File: config.mk
export PLATFORM = sky130hd
export DESIGN_NAME = csr_top
export DESIGN_NICKNAME = d
export VERILOG_FILES = /design/src/verilog/csr_pkg.sv /design/src/verilog/csr_top.sv
export SDC_FILE = /design/constraint.sdc
export NUM_CORES = 1
export LEC_CHECK = 0
export ABC_AREA = 1
export ABC_CLOCK_PERIOD_IN_PS = 2560
export BUFFER_PORTS_ARGS = -buffer_cell sky130_fd_sc_hd__buf_2
export CORE_MARGIN = 2
export CORE_UTILIZATION = 48
export CTS_BUF_LIST = sky130_fd_sc_hd__clkbuf_16
export CTS_CLUSTER_SIZE = 8
export DETAILED_ROUTE_END_ITERATION = 12
export HOLD_SLACK_MARGIN = 0.08
export PLACE_DENSITY = 0.7
export SLEW_MARGIN = 20
export SYNTH_ARGS = -nofsm -noshare
export SYNTH_HDL_FRONTEND = slang
export SYNTH_SLANG_ARGS = --single-unit
File: constraint.sdc
create_clock -name clk_i -period 2.56 [get_ports clk_i]
set_input_delay 0.512 -clock clk_i [delete_from_list [all_inputs] [get_ports clk_i]]
set_output_delay 0.512 -clock clk_i [all_outputs]
set_load 0.02 [all_outputs]
File: src/verilog/csr_pkg.sv
package csr_pkg;

  // ==========================================================
  // Register map
  localparam logic [7:0] ADDR_CTRL = 8'h00;
  localparam logic [7:0] ADDR_MOD = 8'h04;
  localparam logic [7:0] ADDR_COUNT = 8'h08;
  localparam logic [7:0] ADDR_STAT = 8'h0c;

  // ==========================================================
  // Control fields
  localparam int CTRL_CIN = 0;
  localparam int CTRL_DIR = 1;
  localparam int CTRL_DEC = 2;
  localparam int CTRL_MODEN = 3;
  localparam int CTRL_SEL_LSB = 4;
  localparam int CTRL_INH = 7;
  localparam logic [31:0] CTRL_RST = 32'h0000_0003;
  localparam logic [31:0] MOD_RST = 32'h0000_0000;

  // ==========================================================
  // Status fields
  localparam int STAT_SIGN = 0;
  localparam int STAT_DIR = 1;
  localparam int STAT_MATCH = 2;
  localparam int STAT_CLR = 3;

  // ==========================================================
  // Digit limits
  localparam logic [3:0] DEC_MAX = 4'h9;
  localparam logic [3:0] HEX_MAX = 4'hf;

  // ==========================================================
  // Timing
  localparam int CLK_NS = 5;
  localparam int CLR_NS = 40;
  // Strictly longer than the figure, so one cycle beyond the round-up
  localparam int CLR_CYC = (CLR_NS + CLK_NS - 1) / CLK_NS + 1;
  localparam logic [4:0] CLR_CNT_LOAD = 5'(CLR_CYC);

endpackage

File: src/verilog/csr_top.sv
`timescale 1ns/1ps

// Function
// - Sign latch takes requested direction whenever combined carry-out is high.
// - Applied direction is XNOR of requested direction and sign latch.
// - Count outputs hold magnitude; sign high for positive, low for negative; zero keeps the old sign.
// - Passing through zero restarts magnitude upward with the new sign.
// - All count outputs change together on one clock edge.
// - Each stage gives a true and complemented most significant bit.
// - Rate selector is an 8-bit counter of two chained 4-bit stages.
// - Select k picks stage k+1, dividing by two to the k+1.
// - Inhibit high drives both rate outputs low.
// - Rate outputs true and inverted with equal latency for every ratio.
// - Modulus match when counter stages equal the programmed word.
// - Match gives an active-low counter reset longer than 40 ns.
// - Carry-in low inhibits counting.
// - Later stages advance once per full cycle of the stage below.
module csr_top
  import csr_pkg::*;
#(
  parameter int STAGES = 4
) (
  input wire logic clk_i,
  input wire logic rst_i,
  input wire logic wb_cyc_i,
  input wire logic wb_stb_i,
  input wire logic wb_we_i,
  input wire logic [7:0] wb_adr_i,
  input wire logic [3:0] wb_sel_i,
  input wire logic [31:0] wb_dat_i,
  output logic [31:0] wb_dat_o,
  output logic wb_ack_o,
  output logic [4*STAGES-1:0] count_o,
  output logic [STAGES-1:0] msb_n_o,
  output logic sign_o,
  output logic dir_o,
  output logic carry_o,
  output logic match_o,
  output logic clear_n_o,
  output logic rate_o,
  output logic rate_n_o
);

  localparam int W = 4 * STAGES;

  // Refused at elaboration: the mod word and read port are 32 bits wide
  if (STAGES < 1 || STAGES > 8) begin : g_bad_stages
    $error("csr_top: STAGES must lie in 1..8");
  end

  // ==========================================================
  // Digit helpers
  function automatic logic [3:0] digit_max(input logic dec);
    digit_max = dec ? DEC_MAX : HEX_MAX;
  endfunction

  function automatic logic digit_term(input logic [3:0] d, input logic up,
                                      input logic dec);
    digit_term = up ? (d == digit_max(dec)) : (d == 4'h0);
  endfunction

  function automatic logic [3:0] digit_step(input logic [3:0] d, input logic up,
                                            input logic dec);
    if (up) begin
      digit_step = (d >= digit_max(dec)) ? 4'h0 : 4'(d + 4'h1);
    end else begin
      digit_step = (d == 4'h0) ? digit_max(dec) : 4'(d - 4'h1);
    end
  endfunction

  function automatic logic [31:0] byte_merge(input logic [31:0] old,
                                             input logic [31:0] wr,
                                             input logic [3:0] sel);
    logic [31:0] r;
    r = old;
    for (int b = 0; b < 4; b++) begin
      if (sel[b]) begin
        r[8*b +: 8] = wr[8*b +: 8];
      end
    end
    byte_merge = r;
  endfunction

  // ==========================================================
  // Registers
  logic [31:0] ctrl_ff;
  logic [31:0] mod_ff;
  logic [W-1:0] cnt_ff;
  logic sign_ff;
  logic [4:0] clr_ff;
  logic [7:0] div_ff;

  logic [W-1:0] nxt_cnt;
  logic nxt_sign;
  logic nxt_dir;
  logic carry;
  logic match;
  logic clr_active;
  logic [4:0] nxt_clr;
  logic wb_req;
  logic wb_wr;

  assign wb_req = wb_cyc_i && wb_stb_i && !wb_ack_o;
  // Writes land on the edge that sees ack high, where the master ends the cycle
  assign wb_wr = wb_cyc_i && wb_stb_i && wb_we_i && wb_ack_o;
  assign clr_active = (clr_ff != 5'h00);

  // ==========================================================
  // Wishbone slave: one wait state, ack for one cycle
  always_ff @(posedge clk_i) begin
    if (rst_i) begin
      wb_ack_o <= 1'b0;
    end else begin
      wb_ack_o <= wb_req;
    end
  end

  always_ff @(posedge clk_i) begin
    if (rst_i) begin
      wb_dat_o <= 32'h0000_0000;
    end else if (wb_req && !wb_we_i) begin
      unique case (wb_adr_i)
        ADDR_CTRL: wb_dat_o <= ctrl_ff;
        ADDR_MOD: wb_dat_o <= mod_ff;
        ADDR_COUNT: wb_dat_o <= 32'(cnt_ff);
        ADDR_STAT: begin
          wb_dat_o <= 32'h0000_0000;
          wb_dat_o[STAT_SIGN] <= sign_ff;
          wb_dat_o[STAT_DIR] <= dir_o;
          wb_dat_o[STAT_MATCH] <= match_o;
          wb_dat_o[STAT_CLR] <= clr_active;
        end
        default: wb_dat_o <= 32'h0000_0000;
      endcase
    end
  end

  always_ff @(posedge clk_i) begin
    if (rst_i) begin
      ctrl_ff <= CTRL_RST;
    end else if (wb_wr && wb_adr_i == ADDR_CTRL) begin
      ctrl_ff <= byte_merge(ctrl_ff, wb_dat_i, wb_sel_i);
    end
  end

  always_ff @(posedge clk_i) begin
    if (rst_i) begin
      mod_ff <= MOD_RST;
    end else if (wb_wr && wb_adr_i == ADDR_MOD) begin
      mod_ff <= byte_merge(mod_ff, wb_dat_i, wb_sel_i);
    end
  end

  // ==========================================================
  // Magnitude and sign counter
  // The real latch is transparent, so the new sign steers the very step
  // that leaves zero; here that is done by steering with nxt_sign.
  always_comb begin
    logic up_req;
    logic cin;
    logic dec;
    logic dir_old;
    logic all_term;
    logic en;
    up_req = ctrl_ff[CTRL_DIR];
    cin = ctrl_ff[CTRL_CIN];
    dec = ctrl_ff[CTRL_DEC];
    en = cin;
    dir_old = ~(up_req ^ sign_ff);
    all_term = 1'b1;
    for (int i = 0; i < STAGES; i++) begin
      all_term = all_term & digit_term(cnt_ff[4*i +: 4], dir_old, dec);
    end
    carry = cin && all_term;
    nxt_sign = carry ? up_req : sign_ff;
    nxt_dir = ~(up_req ^ nxt_sign);
    nxt_cnt = cnt_ff;
    for (int i = 0; i < STAGES; i++) begin
      if (en) begin
        nxt_cnt[4*i +: 4] = digit_step(cnt_ff[4*i +: 4], nxt_dir, dec);
      end
      en = en & digit_term(cnt_ff[4*i +: 4], nxt_dir, dec);
    end
    // The matching edge already loads zero, so no stray count shows under clear
    if (clr_active || match) begin
      nxt_cnt = '0;
    end
  end

  // Count and both MSB polarities load on the same edge
  always_ff @(posedge clk_i) begin
    if (rst_i) begin
      cnt_ff <= '0;
    end else begin
      cnt_ff <= nxt_cnt;
    end
  end

  always_ff @(posedge clk_i) begin
    if (rst_i) begin
      msb_n_o <= '1;
    end else begin
      for (int i = 0; i < STAGES; i++) begin
        msb_n_o[i] <= ~nxt_cnt[4*i+3];
      end
    end
  end

  assign count_o = cnt_ff;

  always_ff @(posedge clk_i) begin
    if (rst_i) begin
      sign_ff <= 1'b1;
      dir_o <= 1'b1;
      carry_o <= 1'b0;
    end else begin
      sign_ff <= nxt_sign;
      dir_o <= nxt_dir;
      carry_o <= carry;
    end
  end

  assign sign_o = sign_ff;

  // ==========================================================
  // Variable modulus compare and clear pulse
  // The word is compared as raw nibbles, so it is BCD in decade mode.
  // Software must keep the direction up here; no check is made.
  assign match = ctrl_ff[CTRL_MODEN] && !clr_active &&
                 (cnt_ff == mod_ff[W-1:0]);

  always_comb begin
    if (match) begin
      nxt_clr = CLR_CNT_LOAD;
    end else if (clr_active) begin
      nxt_clr = 5'(clr_ff - 5'h01);
    end else begin
      nxt_clr = 5'h00;
    end
  end

  always_ff @(posedge clk_i) begin
    if (rst_i) begin
      clr_ff <= 5'h00;
      clear_n_o <= 1'b1;
      match_o <= 1'b0;
    end else begin
      clr_ff <= nxt_clr;
      clear_n_o <= (nxt_clr == 5'h00);
      match_o <= match;
    end
  end

  // ==========================================================
  // Rate selector
  always_ff @(posedge clk_i) begin
    if (rst_i) begin
      div_ff <= 8'h00;
    end else begin
      div_ff[3:0] <= 4'(div_ff[3:0] + 4'h1);
      if (div_ff[3:0] == HEX_MAX) begin
        div_ff[7:4] <= 4'(div_ff[7:4] + 4'h1);
      end
    end
  end

  // One register stage for every ratio keeps the latency equal
  always_ff @(posedge clk_i) begin
    if (rst_i) begin
      rate_o <= 1'b0;
      rate_n_o <= 1'b0;
    end else if (ctrl_ff[CTRL_INH]) begin
      rate_o <= 1'b0;
      rate_n_o <= 1'b0;
    end else begin
      rate_o <= div_ff[ctrl_ff[CTRL_SEL_LSB +: 3]];
      rate_n_o <= ~div_ff[ctrl_ff[CTRL_SEL_LSB +: 3]];
    end
  end

endmodule

# Word level (Yosys, flattened, before mapping)
# Cells that the tools add are included.
[totals]
ff_bits = 137
inputBits = 49
output_inout_bits = 60
elab_cells = 127
[classes]
n_addsub = 11
n_lt_le_gt_ge = 5
eq_ne = 9
mux = 31
bitwise_logic = 14
reduce_logical = 31
[ops]
columns = ["op", "count"]
rows = [
  ["$pmux 32 s4", 1],
  ["$mux 4", 16],
  ["$add 4x1->4 const B", 6],
  ["$eq 16x16->1", 1],
  ["$eq 4x4->1", 4],
  ["$eq 8x4->1 const B", 2],
  ["$ge 4x4->1", 4],
  ["$logic_not 4->1", 4],
  ["$mux 16", 1],
  ["$reduce_and 2->1", 8],
  ["$sub 4x1->4 const B", 4],
  ["$logic_and 1x1->1", 10],
  ["$mux 5", 2],
  ["$mux 1", 9],
  ["$eq 8x3->1 const B", 1],
  ["$logic_not 8->1", 1],
  ["$and 1x1->1", 6],
  ["$not 1->1", 6],
  ["$logic_not 5->1", 1],
  ["$reduce_bool 5->1", 1],
  ["$sub 5x1->5 const B", 1],
  ["$eq 4x4->1 const B", 1],
  ["$lt 3x4->1 const B", 1],
  ["$reduce_or 2->1", 2],
  ["other kinds (5)", 8],
]

# Longest topological paths before layout
# Gate-level depths: netlist of the first run.
[logic_depth]
ltp_word = 16
mapped_depth = 14
depth_no_buf = 14

# Worst setup path after synthesis of the first run
# OpenSTA, ideal clock, no wires.
[synth_timing]
path_type = "register to register"
startpoint = "reg cnt_ff[0] (netlist: count_o[0])"
endpoint = "reg msb_n_o[3]"
setup_ps = 121
arrival_time_ps = 1884
t_required_ps = 2439
path_slack_ps = 555
stages_incl_launch_ff = 15
path_buffers = 2
synth_period_minus_slack_ps = 2005
cell_sequence = "dfxtp_1 > buf_2 > inv_1 > ha_1 > nand3_4 > nor2_2 > nand2_2 > o21bai_4 > nand2_2 > nand2_4 > nor2_4 > buf_6 > nand2_1 > nand2_1 > nand3_1"
[synth_via]
elab_chain_len = 15
word_cells_on_any_way = 22
cone_classes = "eq/ne: 2; mux: 8; bitwise: 8; reduce/logical: 4"
[synth_lines]
columns = ["element", "line", "source"]
rows = [
  ["from (decl)", "csr_top.sv:88", "logic [W-1:0] cnt_ff;"],
  ["from (signal assigned)", "csr_top.sv:195", "cnt_ff <= nxt_cnt;"],
  ["$eq 4x4->1 or $logic_not 4->1 (tied branches)", "csr_top.sv:59", "digit_term = up ? (d == digit_max(dec)) : (d == 4'h0);"],
  ["$mux 1", "csr_top.sv:59", ""],
  ["$and 1x1->1 (3 in a row)", "csr_top.sv:172", "all_term = all_term & digit_term(cnt_ff[4*i +: 4], dir_old, dec);"],
  ["$logic_and 1x1->1", "csr_top.sv:174", "carry = cin && all_term;"],
  ["$mux 1", "csr_top.sv:175", "nxt_sign = carry ? up_req : sign_ff;"],
  ["$xor 1x1->1", "csr_top.sv:176", "nxt_dir = ~(up_req ^ nxt_sign);"],
  ["$mux 1", "csr_top.sv:59", ""],
  ["$and 1x1->1 (3 in a row)", "csr_top.sv:182", "en = en & digit_term(cnt_ff[4*i +: 4], nxt_dir, dec);"],
  ["$mux 4", "csr_top.sv:179", "if (en) begin"],
  ["$mux 16 (*)", "csr_top.sv:185", "if (clr_active || match) begin"],
  ["$not 1->1 (*)", "csr_top.sv:204", "msb_n_o[i] <= ~nxt_cnt[4*i+3];"],
  ["to (signal, indexed assignment)", "csr_top.sv:204", ""],
  ["to (decl)", "csr_top.sv:34", "output logic [STAGES-1:0] msb_n_o,"],
]
# Mark *: on every way between the ends. The rest lies on a longest branch, timed or not.
# A chain may end at the register's enable or synchronous reset.

# Worst setup path after layout of the first run
[layout_timing]
startpoint = "reg cnt_ff[12] (netlist: count_o[12])"
endpoint = "reg cnt_ff[15] (netlist: count_o[15])"
[layout_via]
elab_chain_len = 12
word_cells_on_any_way = 24
cone_classes = "add/sub: 2; order compare: 1; eq/ne: 2; mux: 10; bitwise: 5; reduce/logical: 4"
[layout_lines]
columns = ["element", "line"]
rows = [
  ["$eq 4x4->1 or $logic_not 4->1 (tied branches)", "-"],
  ["$mux 1", "csr_top.sv:59"],
  ["$and 1x1->1", "csr_top.sv:172"],
  ["$logic_and 1x1->1", "csr_top.sv:174"],
  ["$mux 1", "csr_top.sv:175"],
  ["$xor 1x1->1", "csr_top.sv:176"],
  ["$mux 1", "csr_top.sv:59"],
  ["$and 1x1->1 (3 in a row)", "csr_top.sv:182"],
  ["$mux 4", "csr_top.sv:179"],
  ["$mux 16 (*)", "csr_top.sv:185"],
]
# Marked as above.

==> summary.txt, run 1 <==
Yosys
  – Cell variety after synth: 42
  – List of most frequent post-synthesis cells: nand2_1 (154), dfxtp_1 (137), a21oi_1 (116)
  – Most common cell in the netlist: nand2_1
  – Top cell type's share of synthesized area: 40.94%
  – Post-synth ARST share: 0%
  – Post-synthesis instance total: 935
  – Synth top area cells: dfxtp_1 (41%), a21oi_1 (8.7%), nand2_1 (8.6%)
  – Post-synth EDFFs: 0
  – Average size of a mapped cell: 7.165 sq um
  – Area leader, netlist: dfxtp_1
  – Synthesized Nets: 1007
  – Synthesis-stage register bit count: 137
  – Synth warnings: 0
  – Primary FF master, synth: dfxtp_1
  – Cell Area, Synth: 6699 sq um
  – Fraction of the yosys area taken by sequential cells: 40.94%

STA
  – Slew @ Worst Pin: 0.6259 ns
  – Final worst path period share: 89.76%
  – Fmax: 0.4352 GHz
  – Finish-stage setup viols: 0
  – Final hold vios: 0
  – TNS Setup: 0 ns
  – Minimum clock period: 2.298 ns
  – Slew HR: 58.27%
  – RSZ-0062 raised after global routing: false
  – Clock Skew: 0.008826 ns
  – Final Max Slew Viols: 0

Critical path
  – CP dominant cell by count: nand2_2
  – Data arrival time of the critical path: 2.61 ns
  – CP Cell Sequence: inv_1 -> ha_1 -> nand3_2 -> nor2_2 -> nand2_2 -> o21bai_4 -> nand2_2 -> nand2_4 -> nor2_4 -> nand3_1 -> nand2_1 -> nor2_1
  – Crit Path Category: reg2reg
  – Crit end category: flip-flop
  – Slowest-stage cell, CP: dfxtp_1
  – Data required, critical path: 2.87 ns
  – Setup crit start kind: flip-flop
  – Peak fanout along the critical path: 26
  – CP max stage delay: 0.46 ns

GRT
  – Met2 global-route usage: 39.77%
  – Congestion Overflow GR: 0
  – First-pass GRT wire length: 28770 um
  – Met1 usage: 33.02%
  – Tot GR Track Use: 24.64%
  – Vias in the first global route: 5828
  – GR Util met3: 4.073%
  – Initial antenna violation count: 0
  – Layer carrying the most global-route usage: met2
  – Largest net degree at the start of global routing: 75

Cells and area
  – Final Instance Count excl. Fillers: 1233
  – Area grow syn2layout: 19.16%
  – ANT cells: 0
  – Layout Utilization: 57.96%
  – Layout cell share with drive strength beyond 1: 17.76%
  – Final net count: 1112

Power and ir drop
  – Comb power frac: 14.5%
  – P_sw: 1.484 mW
  – Sequential share of power: 42.1%
  – Sw frac: 28.11%
  – Pwr dens: 661.6 nW/um^2
  – Worst VDD drop: 0.0004374 V
  – Leakage power: 3.425 nW
  – Clk pwr share: 43.5%
  – Cell Int Power: 3.797 mW

Detailed routing
  – Router iterations before antenna repair: 5
  – WL/cell: 14.75 um
  – Final wirelength: 18180 um
  – DRC Markers: 0
  – Routed Antenna Nets: 0
  – Via density: 5.354
  – DR iter-0 viols: 579
  – Vias: 6601

Clocking
  – Post-CTS sizing: 0
  – Clk_lat worst skew: 0.43 ns
  – H-tree lvl count: 4
  – Clock transition at path regs: 0.05 ns
  – Cts-stage hold buffer count: 0
  – CTS tree: yes
  – Clock tree buffer depth: 2
  – Cts bufs inserted: 17
  – Sink Count: 137
  – Post-CTS repair timing setup buffer count: 0
  – Root buf cell: clkbuf_16

Placed design
  – Post-Place Cells: 1201
  – HPWL after DPL: 12940 um
  – Routability cong.: 0.8953
  – Number of port buffers: 108

Die
  – # IOs: 109
  – # rows: 43
  – Die X: 122.1 um
  – Die height: 122.1 um
  – CORE AREA: 13770 sq um
  – Starting Density: 48.64%
  – Die ar.: 14920 sq um

Run
  – Max-Cap Viols: 0

Outcome
  – Status: finished clean

Min path
  – Worst min path class: in2reg
## final cells by class
type	count	area, sq um
Tap cell	180	225.2
Clock inverter	15	126.4
Inverter	124	465.4
Clock buffer	17	425.4
Timing Repair Buffer	128	703.2
Fill cell	1382	5791
Sequential cell	137	2743
Multi-Input combinational cell	632	3294
## registers in the layout, indices dropped and copies added (netlist names)
register   flops
ctrl_ff       32
mod_ff        32
wb_dat_o      32
count_o       16
div_ff         8
clr_ff         5
msb_n_o        4
carry_o        1
clear_n_o      1
dir_o          1
match_o        1
rate_n_o       1
rate_o         1
sign_o         1
wb_ack_o       1
## layer usage
metal | part of all wire, % | routed length (um)
met1 | 45 | 8184
met3 | 6.4 | 1164
met2 | 47 | 8484
met4 | 1.9 | 351
met5 | 0 | 0
## worst paths after layout
| kind | from | end | slack [ns] | cells after the start |
|---|---|---|---|---|
| max | count_o[12]$_SDFFE_PP0P_ | count_o[15]$_SDFF_PP0_ | 0.26 | 12 |
| min | wb_dat_i[1] | ctrl_ff[1]$_SDFFE_PP1P_ | 0.33 | 3 |
| max reg2reg | count_o[12]$_SDFFE_PP0P_ | count_o[15]$_SDFF_PP0_ | 0.26 | 12 |
| min reg2reg | ctrl_ff[7]$_SDFFE_PP0P_ | rate_n_o$_SDFF_PP0_ | 0.42 | 1 |
## power by group through the flow
stage	combinational, mW	sequential [mW]	clock (mW)
final	0.765	2.22	2.29
after global placement	0.748	2.27	0
after global routing	0.848	2.23	2.42
after detailed placement	0.754	2.27	0
after CTS	0.760	2.22	2.32
after floorplan	0.511	2.29	0
## cell families (layout without fill, tap and decap cells)
group | after synthesis | count (layout) | synth area share [%]
buffers and inverters | 166 | 284 | 9.955
and+or+nand+nor | 328 | 328 | 21.61
xor gates and xnor gates | 13 | 13 | 1.812
DFF | 137 | 137 | 40.94
AOI/OAI and AO/OA | 268 | 268 | 21.39
adders and majority gates | 23 | 23 | 4.296
## per-stage QoR
| step | worst slack (ns) | hold slack [ns] | total power [mW] | instance area, sq um |
|---|---|---|---|---|
| after floorplan | 0.5550 | 0.4013 | 2.800 | 6699 |
| after global placement | 0.3091 | 0.4193 | 3.015 | 7431 |
| after detailed placement | 0.2913 | 0.4106 | 3.021 | 7431 |
| after CTS | 0.2852 | 0.3208 | 5.300 | 7983 |
| after global routing | 0.01582 | 0.3498 | 5.499 | 7983 |
| final | 0.2620 | 0.3299 | 5.281 | 7983 |
## placed cells by master (no fill, tap or decap), drive strengths merged, types with 2 or more instances in the layout
master,n
o211ai,3
xnor2,5
xor2,8
a31oi,2
o22ai,29
o31ai,2
dfxtp,137
clkbuf,17
o21ai,107
nand3,48
nor4,3
nor2,86
clkinvlp,3
nand4,15
clkinv,9
and3,2
or2,4
nor3,9
o2111ai,4
buf,128
nand2,158
inv,126
a21oi,117
ha,23
o21a,2
## worst max-delay path: cells and delay by family (launching register included)
family	cells	cell delay [ns]
buffers and inverters	1	0.19
adder cells (fa/ha/maj)	1	0.25
flip-flops	1	0.46
AO/OA/AOI/OAI	1	0.18
AND/OR/NAND/NOR	9	1.10
Note: power is estimated with default switching activity, not from simulation.
==> inputs of run 2 (changes only) <==
- ABC_AREA: 1 -> unset
- ABC_CLOCK_PERIOD_IN_PS: 2560 -> 2200
- HOLD_SLACK_MARGIN: 0.08 -> unset
- PLACE_DENSITY: 0.7 -> 0.69
- clock period: 2.56 -> 2.2 ns (I/O delays scaled with it)
==> run 2 against run 1 <==
Critical path depth is 5 lower. Power is 25% higher. Count of clock-buffer cells in the layout stayed put. Hold slack worse by 0.070 ns. Final cell count is 11% lower. Clock skew is 0.0027 ns lower. Synthesized cell count is 15% lower. Die area is 0.85% higher. Non-clock buffer count is 33 higher. Clock power is 17% higher. Critical endpoint is now msb_n_o[3]$_SDFF_PP1_.
==> summary.txt, run 2 <==
Outcome
  – Status: finished clean

Die
  – # rows: 43
  – Die ar.: 15040 sq um
  – Die height: 122.7 um
  – Starting Density: 48.87%
  – CORE AREA: 13830 sq um
  – # IOs: 109
  – Die X: 122.7 um

Yosys
  – Primary FF master, synth: dfxtp_1
  – List of most frequent post-synthesis cells: dfxtp_1 (137), nand2_1 (95), a21oi_1 (89)
  – Post-synthesis instance total: 794
  – Post-synth EDFFs: 0
  – Synth top area cells: dfxtp_1 (41%), a21oi_1 (6.6%), nand3_1 (5.9%)
  – Top cell type's share of synthesized area: 40.59%
  – Average size of a mapped cell: 8.511 sq um
  – Cell Area, Synth: 6758 sq um
  – Fraction of the yosys area taken by sequential cells: 40.59%
  – Area leader, netlist: dfxtp_1
  – Synthesis-stage register bit count: 137
  – Synthesized Nets: 866
  – Cell variety after synth: 63
  – Synth warnings: 0
  – Post-synth ARST share: 0%
  – Most common cell in the netlist: dfxtp_1

Cells and area
  – Storage cell area: 2753 sq um
  – Layout cell share with drive strength beyond 1: 24.46%
  – Commonest non-fill, non-tap cell in the layout: dfxtp_1
  – Final net count: 979
  – Biggest regs: ctrl_ff: 32 flops, mod_ff: 32 flops, wb_dat_o: 32 flops
  – ANT cells: 0
  – Final Instance Count excl. Fillers: 1100
  – Layout Utilization: 60.03%
  – Multi-input gate area: 3735 sq um
  – Area grow syn2layout: 22.83%
  – Fillers: 1239
  – Most frequent cells in the layout: dfxtp_1 (131), buf_2 (107), nand2_1 (95)

Critical path
  – Crit Path Category: reg2reg
  – Setup crit start kind: flip-flop
  – Slowest-stage cell, CP: dfxtp_4
  – CP Cell Sequence: inv_2 -> ha_4 -> nor3b_4 -> a41o_4 -> mux2_4 -> and2_4 -> a211o_1
  – CP max stage delay: 0.34 ns
  – Flop-to-flop setup slack: 0.11 ns
  – FF-to-FF Start: count_o[0]$_SDFFE_PP0P_
  – Crit end category: flip-flop
  – Delay-heaviest family, CP: compound AO/OA/AOI/OAI gates
  – Data arrival time of the critical path: 2.41 ns
  – Crit. Startpoint: count_o[0]$_SDFFE_PP0P_
  – Worst Path Buf+Inv: 1
  – Data required, critical path: 2.52 ns
  – Peak fanout along the critical path: 7

Placed design
  – Routability cong.: 0.8959
  – Post-Place Cells: 1067
  – Number of port buffers: 108
  – HPWL after DPL: 12800 um

GRT
  – Tot GR Track Use: 24.88%
  – GR Util met3: 7.481%
  – Largest net degree at the start of global routing: 57
  – Congestion Overflow GR: 0
  – Met2 global-route usage: 37.67%
  – Layer carrying the most global-route usage: met2
  – Met1 usage: 33.38%
  – Initial antenna violation count: 1
  – Vias in the first global route: 5789
  – First-pass GRT wire length: 29030 um

STA
  – Fmax: 0.4785 GHz
  – TNS Setup: 0 ns
  – RSZ-0062 raised after global routing: false
  – Slew @ Worst Pin: 0.7108 ns
  – Final Max Slew Viols: 0
  – Hold_ws: 0.2598 ns
  – Finish-stage setup viols: 0
  – Final worst path period share: 95.00%
  – Minimum clock period: 2.090 ns
  – Clock Skew: 0.006126 ns
  – Final hold vios: 0
  – Slew HR: 52.61%

Power and ir drop
  – Leakage power: 3.287 nW
  – Pwr dens: 795.4 nW/um^2
  – Worst VDD drop: 0.0005555 V

Detailed routing
  – Router iterations before antenna repair: 4
  – WL/cell: 16.49 um
  – Vias: 6315
  – Final wirelength: 18140 um
  – Routed Antenna Nets: 0
  – DR iter-0 viols: 480
  – Via density: 5.741
  – DRC Markers: 0

Clocking
  – Cts-stage hold buffer count: 0
  – Cts bufs inserted: 17
  – Sink Count: 137
  – Root buf cell: clkbuf_16
  – Clk_lat worst skew: 0.43 ns
  – H-tree lvl count: 4
  – Clock tree buffer depth: 2
  – Clock transition at path regs: 0.06 ns
  – CTS tree: yes

Min path
  – Worst min-delay path startpoint: wb_stb_i
  – Worst min path class: in2reg

Run
  – Max-Cap Viols: 0
## run 2: metal layers
metal | wire, um | vias up
li1 | - | 3094
met1 | 8217 | 2972
met2 | 8200 | 210
met3 | 1237 | 37
met4 | 471 | 2
met5 | 13 | -
## run 2: timing repair
action / 4_1_cts / 5_1_grt
setup buffers: 0 / 1
gates resized for setup: 0 / 10
setup endpoints to repair: 0 / 9
## run 2: final timing paths
| check | endpoint | cells past startpoint |
|---|---|---|
| worst max-delay path | msb_n_o[3]$_SDFF_PP1_ | 7 |
| worst min-delay path | wb_ack_o$_SDFF_PP0_ | 3 |
| worst max register to register | msb_n_o[3]$_SDFF_PP1_ | 7 |
| worst min register to register | wb_ack_o$_SDFF_PP0_ | 1 |
## run 2: report_power, final
part / total [mW] / leakage (nW) / internal [mW] / switching (mW)
clock: 2.68 / 0.269 / 1.55 / 1.13
combinational: 1.29 / 1.91 / 0.546 / 0.739
sequential: 2.64 / 1.11 / 2.57 / 0.0609
## run 2: layout make-up
type | count | share of cell area, %
clock buffers | 17 | 5.125
clock inverters | 15 | 1.538
inverters | 15 | 0.6783
multi-input cells | 575 | 45.00
flip-flops and latches | 137 | 33.16
well taps | 180 | 2.713
repair buffers | 161 | 11.79
## run 2: logic make-up after synthesis
logic type	synth area share, %
fa+ha+maj	4.259
compound gates	19.90
xor+xnor	4.018
simple gates	20.68
flops	40.59
buf+inv	5.443
mux	5.110
## run 2: worst register-to-register path, stage by stage, from the launching register on
cell	delay, ns
dfxtp_4	0.34
inv_2	0.08
ha_4	0.14
nor3b_4	0.33
a41o_4	0.32
mux2_4	0.34
and2_4	0.16
a211o_1	0.28
## run 2: per-stage QoR
step	setup WS [ns]	cell area (sq um)	total power [mW]
global route	0.02220	8300	6.885
global placement	0.1075	7685	3.912
floorplan	0.003723	6812	3.523
detailed placement	0.04967	7685	3.931
finish	0.1100	8300	6.602
CTS	0.04183	8238	6.594
